[src/core/wt_pkg.sv]
package wt_pkg;

   ////////////////////////////////////////////////////////////////////////
   // register indices; byte address is four times the index
   localparam logic [7:0] WT_IDX_P0_WAKE = 8'hc5;
   localparam logic [7:0] WT_IDX_P2_WAKE = 8'hc6;
   localparam logic [7:0] WT_IDX_P3_WAKE = 8'hc7;
   localparam logic [7:0] WT_IDX_T2_CTRL = 8'hc8;
   localparam logic [7:0] WT_IDX_INT_STAT = 8'hca;
   localparam logic [7:0] WT_IDX_INT_MASK = 8'hcb;
   localparam logic [7:0] WT_IDX_PIN_LEVEL = 8'hcc;

   localparam int WT_ADDR_W = 12;

   ////////////////////////////////////////////////////////////////////////
   // timer-2 control field positions
   localparam int WT_T2_OVF_BIT = 7;
   localparam int WT_T2_EXT_BIT = 6;
   localparam int WT_RX_SEL_BIT = 5;
   localparam int WT_TX_SEL_BIT = 4;
   localparam int WT_EXT_EN_BIT = 3;

   // interrupt status / mask field positions
   localparam int WT_ST_T2_OVF = 0;
   localparam int WT_ST_T2_EXT = 1;
   localparam int WT_ST_WAKE_P0 = 2;
   localparam int WT_ST_WAKE_P2 = 3;
   localparam int WT_ST_WAKE_P3 = 4;
   localparam int WT_ST_W = 5;

   ////////////////////////////////////////////////////////////////////////
   // reset values
   localparam logic [7:0] WT_WAKE_RST = 8'h00;
   localparam logic [7:0] WT_T2_CTRL_RST = 8'h00;
   localparam logic [WT_ST_W-1:0] WT_STAT_RST = 5'h00;
   localparam logic [WT_ST_W-1:0] WT_MASK_RST = 5'h00;

   ////////////////////////////////////////////////////////////////////////
   typedef enum logic {WT_IDLE, WT_ANSWER} wt_apb_e;

   typedef struct packed {
      logic psel;
      logic penable;
      logic pwrite;
      logic [WT_ADDR_W-1:0] paddr;
      logic [31:0] pwdata;
   } wt_apb_req_s;

   typedef struct packed {
      logic pready;
      logic [31:0] prdata;
      logic pslverr;
   } wt_apb_rsp_s;

   typedef struct packed {
      logic [7:0] p0;
      logic [7:0] p2;
      logic [7:0] p3;
   } wt_pins_s;

   typedef struct packed {
      logic overflow;
      logic ext_trigger;
      logic rx_select;
      logic tx_select;
      logic ext_pin_enable;
   } wt_t2_s;

   function automatic logic [WT_ADDR_W-1:0] wt_reg_addr(input logic [7:0] idx);
      wt_reg_addr = {2'h0, idx, 2'h0};
   endfunction : wt_reg_addr

endpackage : wt_pkg

[src/core/wt_sync.sv]
`timescale 1ns/100ps
module wt_sync
   import wt_pkg::*;
#(
   parameter int W = 25
)
(
   input wire logic clk,
   input wire logic sys_rst,
   input wire logic [W-1:0] raw,
   output logic [W-1:0] level_q,
   output logic [W-1:0] fall_q
);

   ////////////////////////////////////////////////////////////////////////
   // first stage feeds only the second stage; edges come from two settled copies
   typedef struct packed {
      logic [W-1:0] meta;
      logic [W-1:0] level;
      logic [W-1:0] prev;
      logic [W-1:0] fall;
   } wt_sync_s;

   wt_sync_s s_q;
   wt_sync_s s_d;

   always_comb
   begin
      s_d = s_q;
      s_d.meta = raw;
      s_d.level = s_q.meta;
      s_d.prev = s_q.level;
      // costs one more cycle of latency, but never reads a possibly metastable stage
      s_d.fall = s_q.prev & ~s_q.level;
   end

   always_ff @(posedge clk)
   begin
      if (sys_rst)
      begin
         // idle pins read high so release of reset makes no false edge
         s_q <= '{meta: '1, level: '1, prev: '1, fall: '0};
      end
      else
      begin
         s_q <= s_d;
      end
   end

   assign level_q = s_q.level;
   assign fall_q = s_q.fall;

endmodule : wt_sync

[src/core/wt_clksel.sv]
`timescale 1ns/100ps
module wt_clksel
   import wt_pkg::*;
(
   input wire logic clk,
   input wire logic sys_rst,
   input wire logic timer1_overflow,
   input wire logic timer2_overflow,
   input wire logic rx_select,
   input wire logic tx_select,
   output logic uart_rx_tick_q,
   output logic uart_tx_tick_q
);

   ////////////////////////////////////////////////////////////////////////
   // ticks are registered, so the serial port sees them one cycle late
   typedef struct packed {
      logic rx_tick;
      logic tx_tick;
   } wt_clksel_s;

   wt_clksel_s s_q;
   wt_clksel_s s_d;

   always_comb
   begin
      s_d = s_q;
      s_d.rx_tick = rx_select ? timer2_overflow : timer1_overflow;
      s_d.tx_tick = tx_select ? timer2_overflow : timer1_overflow;
   end

   always_ff @(posedge clk)
   begin
      if (sys_rst)
      begin
         s_q <= '0;
      end
      else
      begin
         s_q <= s_d;
      end
   end

   assign uart_rx_tick_q = s_q.rx_tick;
   assign uart_tx_tick_q = s_q.tx_tick;

endmodule : wt_clksel

[src/core/wt_top.sv]
// Decided for this implementation: register access over APB.
`timescale 1ns/100ps
// Summary of operation
// port 0 mask: a 1 lets that pin wake the chip and interrupt
// port 2 mask: a 1 lets that pin wake the chip and interrupt
// port 3 mask: a 1 lets that pin wake the chip and interrupt
// overflow flag set on timer-2 overflow unless timer 2 clocks serial port
// with pin enable set, external falling edge sets edge flag; software clears
// receive clock select: 0 takes timer 1 overflow, 1 timer 2 overflow
// transmit clock select: 0 takes timer 1 overflow, 1 timer 2 overflow
// hardware set beats a software clear in the same cycle
module wt_top
   import wt_pkg::*;
(
   input wire logic clk,
   input wire logic sys_rst,
   input wt_apb_req_s apb_req,
   output wt_apb_rsp_s apb_rsp,
   input wt_pins_s port_pins,
   input wire logic timer2_ext_pin,
   input wire logic timer1_overflow,
   input wire logic timer2_overflow,
   output wt_t2_s timer2_status,
   output logic timer2_ext_trigger_q,
   output logic uart_rx_tick_q,
   output logic uart_tx_tick_q,
   output logic wake_q,
   output logic irq_q
);

   ////////////////////////////////////////////////////////////////////////
   // whole state of the block
   typedef struct packed {
      wt_apb_e apb_state;
      logic pready;
      logic pslverr;
      logic [31:0] prdata;
      logic [WT_ST_W-1:0] stat_read;
      logic read_stat;
      logic [7:0] port0_wake_enable;
      logic [7:0] port2_wake_enable;
      logic [7:0] port3_wake_enable;
      logic timer2_overflow_flag;
      logic timer2_ext_edge_flag;
      logic uart_rx_clock_select;
      logic uart_tx_clock_select;
      logic timer2_ext_pin_enable;
      logic ext_trigger;
      logic [WT_ST_W-1:0] int_stat;
      logic [WT_ST_W-1:0] int_mask;
      logic wake;
      logic irq;
   } wt_state_s;

   localparam wt_state_s WT_STATE_RST = '{
      apb_state: WT_IDLE,
      pready: 1'b0,
      pslverr: 1'b0,
      prdata: 32'h0000_0000,
      stat_read: WT_STAT_RST,
      read_stat: 1'b0,
      port0_wake_enable: WT_WAKE_RST,
      port2_wake_enable: WT_WAKE_RST,
      port3_wake_enable: WT_WAKE_RST,
      timer2_overflow_flag: WT_T2_CTRL_RST[WT_T2_OVF_BIT],
      timer2_ext_edge_flag: WT_T2_CTRL_RST[WT_T2_EXT_BIT],
      uart_rx_clock_select: WT_T2_CTRL_RST[WT_RX_SEL_BIT],
      uart_tx_clock_select: WT_T2_CTRL_RST[WT_TX_SEL_BIT],
      timer2_ext_pin_enable: WT_T2_CTRL_RST[WT_EXT_EN_BIT],
      ext_trigger: 1'b0,
      int_stat: WT_STAT_RST,
      int_mask: WT_MASK_RST,
      wake: 1'b0,
      irq: 1'b0
   };

   wt_state_s s_q;
   wt_state_s s_d;

   ////////////////////////////////////////////////////////////////////////
   // pin synchronisers; pins arrive from pads, outside the clock domain
   logic [24:0] pin_level;
   logic [24:0] pin_fall;
   wt_pins_s pins_lvl;
   wt_pins_s pins_fall;
   logic ext_fall;

   wt_sync #(
      .W(25)
   ) u_sync (
      .clk(clk),
      .sys_rst(sys_rst),
      .raw({timer2_ext_pin, port_pins}),
      .level_q(pin_level),
      .fall_q(pin_fall)
   );

   assign pins_lvl = pin_level[23:0];
   assign pins_fall = pin_fall[23:0];
   assign ext_fall = pin_fall[24];

   ////////////////////////////////////////////////////////////////////////
   // serial port clock selection
   wt_clksel u_clksel (
      .clk(clk),
      .sys_rst(sys_rst),
      .timer1_overflow(timer1_overflow),
      .timer2_overflow(timer2_overflow),
      .rx_select(s_q.uart_rx_clock_select),
      .tx_select(s_q.uart_tx_clock_select),
      .uart_rx_tick_q(uart_rx_tick_q),
      .uart_tx_tick_q(uart_tx_tick_q)
   );

   ////////////////////////////////////////////////////////////////////////
   // helpers
   function automatic logic port_event(input logic [7:0] fall, input logic [7:0] en);
      port_event = |(fall & en);
   endfunction : port_event

   function automatic logic port_wake(input logic [7:0] level, input logic [7:0] en);
      // a pin low while enabled holds the wake request
      port_wake = |(~level & en);
   endfunction : port_wake

   function automatic logic [7:0] t2_ctrl_word(input wt_state_s s);
      logic [7:0] w;
      w = 8'h00;
      w[WT_T2_OVF_BIT] = s.timer2_overflow_flag;
      w[WT_T2_EXT_BIT] = s.timer2_ext_edge_flag;
      w[WT_RX_SEL_BIT] = s.uart_rx_clock_select;
      w[WT_TX_SEL_BIT] = s.uart_tx_clock_select;
      w[WT_EXT_EN_BIT] = s.timer2_ext_pin_enable;
      t2_ctrl_word = w;
   endfunction : t2_ctrl_word

   ////////////////////////////////////////////////////////////////////////
   // combinational next state
   logic setup;
   logic finish;
   logic hit;
   logic [31:0] rdata;
   logic ovf_set;
   logic ext_set;
   logic [WT_ST_W-1:0] ev;
   logic [WT_ST_W-1:0] stat_clr;

   always_comb
   begin
      s_d = s_q;
      setup = apb_req.psel & ~apb_req.penable & (s_q.apb_state == WT_IDLE);
      finish = apb_req.psel & apb_req.penable & s_q.pready;
      hit = 1'b1;
      rdata = 32'h0000_0000;

      // address decode for reads, done in the setup cycle
      case (apb_req.paddr)
         wt_reg_addr(WT_IDX_P0_WAKE):
         begin
            rdata[7:0] = s_q.port0_wake_enable;
         end
         wt_reg_addr(WT_IDX_P2_WAKE):
         begin
            rdata[7:0] = s_q.port2_wake_enable;
         end
         wt_reg_addr(WT_IDX_P3_WAKE):
         begin
            rdata[7:0] = s_q.port3_wake_enable;
         end
         wt_reg_addr(WT_IDX_T2_CTRL):
         begin
            rdata[7:0] = t2_ctrl_word(s_q);
         end
         wt_reg_addr(WT_IDX_INT_STAT):
         begin
            rdata[WT_ST_W-1:0] = s_q.int_stat;
         end
         wt_reg_addr(WT_IDX_INT_MASK):
         begin
            rdata[WT_ST_W-1:0] = s_q.int_mask;
         end
         wt_reg_addr(WT_IDX_PIN_LEVEL):
         begin
            rdata[23:0] = pins_lvl;
         end
         default:
         begin
            hit = 1'b0;
         end
      endcase

      // hardware events
      ovf_set = timer2_overflow & ~(s_q.uart_rx_clock_select | s_q.uart_tx_clock_select);
      ext_set = ext_fall & s_q.timer2_ext_pin_enable;
      ev = '0;
      ev[WT_ST_T2_OVF] = ovf_set;
      ev[WT_ST_T2_EXT] = ext_set;
      ev[WT_ST_WAKE_P0] = port_event(pins_fall.p0, s_q.port0_wake_enable);
      ev[WT_ST_WAKE_P2] = port_event(pins_fall.p2, s_q.port2_wake_enable);
      ev[WT_ST_WAKE_P3] = port_event(pins_fall.p3, s_q.port3_wake_enable);

      // apb slave: zero wait states, answer registered one cycle after setup
      stat_clr = '0;
      case (s_q.apb_state)
         WT_IDLE:
         begin
            s_d.pready = 1'b0;
            s_d.pslverr = 1'b0;
            if (setup)
            begin
               s_d.apb_state = WT_ANSWER;
               s_d.pready = 1'b1;
               s_d.pslverr = ~hit;
               s_d.prdata = apb_req.pwrite ? 32'h0000_0000 : rdata;
               s_d.read_stat = ~apb_req.pwrite & (apb_req.paddr == wt_reg_addr(WT_IDX_INT_STAT));
               s_d.stat_read = s_q.int_stat;
            end
         end
         WT_ANSWER:
         begin
            if (finish)
            begin
               s_d.apb_state = WT_IDLE;
               s_d.pready = 1'b0;
               s_d.pslverr = 1'b0;
               s_d.read_stat = 1'b0;
               // only bits the reader actually saw are cleared
               if (s_q.read_stat)
               begin
                  stat_clr = s_q.stat_read;
               end
               if (apb_req.pwrite & ~s_q.pslverr)
               begin
                  case (apb_req.paddr)
                     wt_reg_addr(WT_IDX_P0_WAKE):
                     begin
                        s_d.port0_wake_enable = apb_req.pwdata[7:0];
                     end
                     wt_reg_addr(WT_IDX_P2_WAKE):
                     begin
                        s_d.port2_wake_enable = apb_req.pwdata[7:0];
                     end
                     wt_reg_addr(WT_IDX_P3_WAKE):
                     begin
                        s_d.port3_wake_enable = apb_req.pwdata[7:0];
                     end
                     wt_reg_addr(WT_IDX_T2_CTRL):
                     begin
                        s_d.timer2_overflow_flag = apb_req.pwdata[WT_T2_OVF_BIT];
                        s_d.timer2_ext_edge_flag = apb_req.pwdata[WT_T2_EXT_BIT];
                        s_d.uart_rx_clock_select = apb_req.pwdata[WT_RX_SEL_BIT];
                        s_d.uart_tx_clock_select = apb_req.pwdata[WT_TX_SEL_BIT];
                        s_d.timer2_ext_pin_enable = apb_req.pwdata[WT_EXT_EN_BIT];
                     end
                     wt_reg_addr(WT_IDX_INT_MASK):
                     begin
                        s_d.int_mask = apb_req.pwdata[WT_ST_W-1:0];
                     end
                     default:
                     begin
                        // status and pin level are read only
                        s_d.int_mask = s_q.int_mask;
                     end
                  endcase
               end
            end
         end
         default:
         begin
            s_d.apb_state = WT_IDLE;
            s_d.pready = 1'b0;
         end
      endcase

      // flags: set after the software write, so a same-cycle event survives
      if (ovf_set)
      begin
         s_d.timer2_overflow_flag = 1'b1;
      end
      if (ext_set)
      begin
         s_d.timer2_ext_edge_flag = 1'b1;
      end

      // sticky status, read clear loses to a new event
      s_d.int_stat = (s_q.int_stat & ~stat_clr) | ev;

      // capture/reload request toward the timer datapath
      s_d.ext_trigger = ext_set;

      s_d.wake = port_wake(pins_lvl.p0, s_q.port0_wake_enable)
         | port_wake(pins_lvl.p2, s_q.port2_wake_enable)
         | port_wake(pins_lvl.p3, s_q.port3_wake_enable);

      // registered, so irq trails the status bit by one cycle
      s_d.irq = |(s_q.int_stat & s_q.int_mask);
   end

   ////////////////////////////////////////////////////////////////////////
   // state register
   always_ff @(posedge clk)
   begin
      if (sys_rst)
      begin
         s_q <= WT_STATE_RST;
      end
      else
      begin
         s_q <= s_d;
      end
   end

   ////////////////////////////////////////////////////////////////////////
   // outputs, all straight from the state register
   assign apb_rsp.pready = s_q.pready;
   assign apb_rsp.prdata = s_q.prdata;
   assign apb_rsp.pslverr = s_q.pslverr;
   assign timer2_status.overflow = s_q.timer2_overflow_flag;
   assign timer2_status.ext_trigger = s_q.timer2_ext_edge_flag;
   assign timer2_status.rx_select = s_q.uart_rx_clock_select;
   assign timer2_status.tx_select = s_q.uart_tx_clock_select;
   assign timer2_status.ext_pin_enable = s_q.timer2_ext_pin_enable;
   assign timer2_ext_trigger_q = s_q.ext_trigger;
   assign wake_q = s_q.wake;
   assign irq_q = s_q.irq;

endmodule : wt_top

[config.mk]
export PLATFORM = sky130hd
export DESIGN_NAME = wt_top
export DESIGN_NICKNAME = d
export VERILOG_FILES = /design/src/core/wt_pkg.sv /design/src/core/wt_sync.sv /design/src/core/wt_clksel.sv /design/src/core/wt_top.sv
export SDC_FILE = /design/constraint.sdc
export NUM_CORES = 1
export LEC_CHECK = 0
export BUFFER_PORTS_ARGS = -buffer_cell sky130_fd_sc_hd__buf_2
export CAP_MARGIN = 20
export CORE_UTILIZATION = 50
export DETAILED_ROUTE_END_ITERATION = 12
export PLACE_DENSITY_LB_ADDON = 0.3
export SLEW_MARGIN = 20
export SYNTH_ARGS = -nofsm -noshare
export SYNTH_HDL_FRONTEND = slang
export SYNTH_SLANG_ARGS = --single-unit
[constraint.sdc]
create_clock -name clk -period 2.8 [get_ports clk]
set_clock_uncertainty 0.2 [all_clocks]
set_input_delay 0.28 -clock clk [delete_from_list [all_inputs] [get_ports clk]]
set_output_delay 0.28 -clock clk [all_outputs]
set_load 0.01 [all_outputs]
==> flow_summary.yaml <==
synth:
  synth_edf_count: 0
  yosysSeqAreaShare_pct: 52.0
  synthFlopType: "dfxtp_1"
  yosys_warnings: 0
  yosysMostFrequentCell: "dfxtp_1"
  ys_async_sr_fraction_pct: 0
  synthesis.area_um2: 6820
  synth_area_leaders: "dfxtp_1, or2_2, buf_4"
  synth_area_per_cell_um2: 9.27
  yosys.area.top_type: "dfxtp_1"
  synth.top_cell.area_share_pct: 52.0
  synthCells: 735
  ys_top_cells_by_count: "dfxtp_1, or2_2, inv_1"
  synth_cell_types: 53
  synth-seq-cells: 177
route:
  wire_per_inst_um: 16.9
  dr.pass1.iters: 5
  ant_nets: 0
  vias: 5397
  routed_wl_um: 17100
  vias_per_cell: 5.35
  route.detailed.drc: 0
  drt_iter0_markers: 456
placement:
  numPortBuffers: 87
  routabilityCongestion: 0.933
  dp.cells: 942
  dp_hpwl_um: 12100
critical_path:
  critPathKind: "reg -> reg"
  critPathCaptureType: "flop"
  worst_ep_required_time_ps: 2960
  critPathLaunchType: "flop"
  worstPathArrival_ps: 2240
  cp_max_fo: 16
sta:
  fin_setup_tns_ps: 0
  slew_headroom_pct: 47.0
  fmax_ghz: 0.483
  finalSetupViolCount: 0
  hold_ws_ps: 77.1
  finalCriticalPeriod_ps: 2070
  period_share_pct: 74.0
  worstMarginPinSlew_ps: 787
  drv_slew: 0
  finalHoldViolCount: 0
  rsz0062_at_grt: "false"
clock_tree:
  cts_buffers: 17
  clk_pin_slew_ps: 70
  cts_tree: "yes"
  clockBufferDepth: 2
  cts_hold_buf: 36
  postCtsSetupBuffers: 0
  htree_num_levels: 4
  numClockSinks: 177
  ctsResizeCount: 0
  clock_tree.root_cell: "clkbuf_16"
  insertion_delay_ps: 430
die:
  die_h_um: 119
  start_util_pct: 51.3
  num_rows: 42
  ios: 120
  die_x_um: 119
  die_area_um2: 14100
  core_area_um2: 13300
global_route:
  grt_max_degree: 57
  grt_pass1_wl_um: 26600
  grt_antenna_before_repair: 0
  first_global_vias: 5045
  grt.total_usage_pct: 25.2
  grt_overflow: 0
job:
  drv_cap: 0
layout:
  fin_cells: 1009
  syn2layout_area_growth_pct: 18.0
  diodes: 0
  drive_above_1_share_pct: 28.9
  nNetsFinal: 897
min_path:
  hold_class: "in -> reg"
power:
  cellLeakagePower_uw: 0.00329
  cellPowerDensity_nw_per_um2: 625
  vdd_drop_max_mv: 0.503
outcome:
  status: "finished clean"
## registers in the layout (all words and copies together), names as in the netlist, 5 cells and up
name / flops
s_q: 41
u_sync.level_q: 25
u_sync.s_q: 25
u_sync.fall_q: 25
timer2_status: 5
apb_rsp: 26
u_sync.s_d: 25
## worst paths after layout
path,start,endpoint,slack (ps),cells after the start
worst max-delay path,s_q[82]$_SDFF_PP0_,apb_rsp[9]$_SDFFE_PP0P_,730,5
worst min-delay path,apb_req[46],s_q[42]$_SDFFE_PP0P_,80,4
worst max register to register,s_q[82]$_SDFF_PP0_,apb_rsp[9]$_SDFFE_PP0P_,730,5
worst min register to register,u_sync.s_q[32]$_SDFF_PP1_,u_sync.fall_q[7]$_SDFF_PP0_,200,2
## critical path: stages (launching register included)
cell,delay [ps]
dfxtp_1,380
or4b_4,590
nor4_4,280
buf_4,310
a22oi_1,120
nor2_1,120
## per-layer routing
metal	GRT usage (%)	vias to the layer above	share of wire, %
met5	0	-	0
met4	10.1	0	2.0
met3	4.97	23	5.5
met2	41.1	176	49
met1	32.6	2559	44
li1	-	2639	-
## power by group
part | total [µW] | internal, µW | leakage (µW) | switching, µW
registers | 2610 | 2580 | 0.00144 | 34.3
logic | 270 | 125 | 0.00159 | 145
clock network | 2150 | 1140 | 0.000248 | 1000
total | 5030 | 3850 | 0.00329 | 1180
## cells in the final DEF, fill, tap and decap left out, types with 3 or more instances in the layout
cell,instances
nor2_1,46
mux2i_1,12
a22oi_2,10
clkinvlp_4,5
nand4_1,3
buf_2,86
dfxtp_1,177
a21oi_1,46
clkbuf_16,17
nor3_1,5
nor4_1,5
o22ai_1,17
inv_1,53
a22o_1,6
dlygate4sd3_1,36
nand3_1,46
a31oi_1,6
nand3b_1,4
a222oi_1,4
nand2b_1,4
nor2_2,10
nand2_1,32
a221oi_1,6
a22oi_1,8
o21ai_0,46
inv_6,5
buf_4,13
conb_1,8
mux2_2,5
or2_2,75
## final cells by class
cell class | count | area (µm²)
flip-flops and latches | 177 | 3540
clock inverters | 13 | 103
fillers | 1153 | 5250
multi-input cells | 436 | 2640
clock buffers | 18 | 429
inverters | 53 | 199
repair buffers | 136 | 908
well taps | 176 | 220
## through the flow
| step | setup WS [ps] | utilization, % | power, µW | instance area, µm² |
|---|---|---|---|---|
| finish | 728 | 60.5 | 5030 | 8050 |
| global route | 620 | 60.5 | 5230 | 8050 |
| CTS | 729 | 60.5 | 5070 | 8050 |
| detailed placement | 431 | 53.8 | 2900 | 7150 |
| global placement | 459 | 53.8 | 2890 | 7150 |
| floorplan | 819 | - | 2800 | 6840 |
## logic make-up after synthesis
logic type	synth area share, %
multiplexers	2.59
AND/OR/NAND/NOR	20.7
flip-flops	52.0
XOR/XNOR	0.129
other	0.0550
buffers and inverters	9.64
AO/OA/AOI/OAI	14.9
Note: power is estimated with default switching activity, not from simulation.
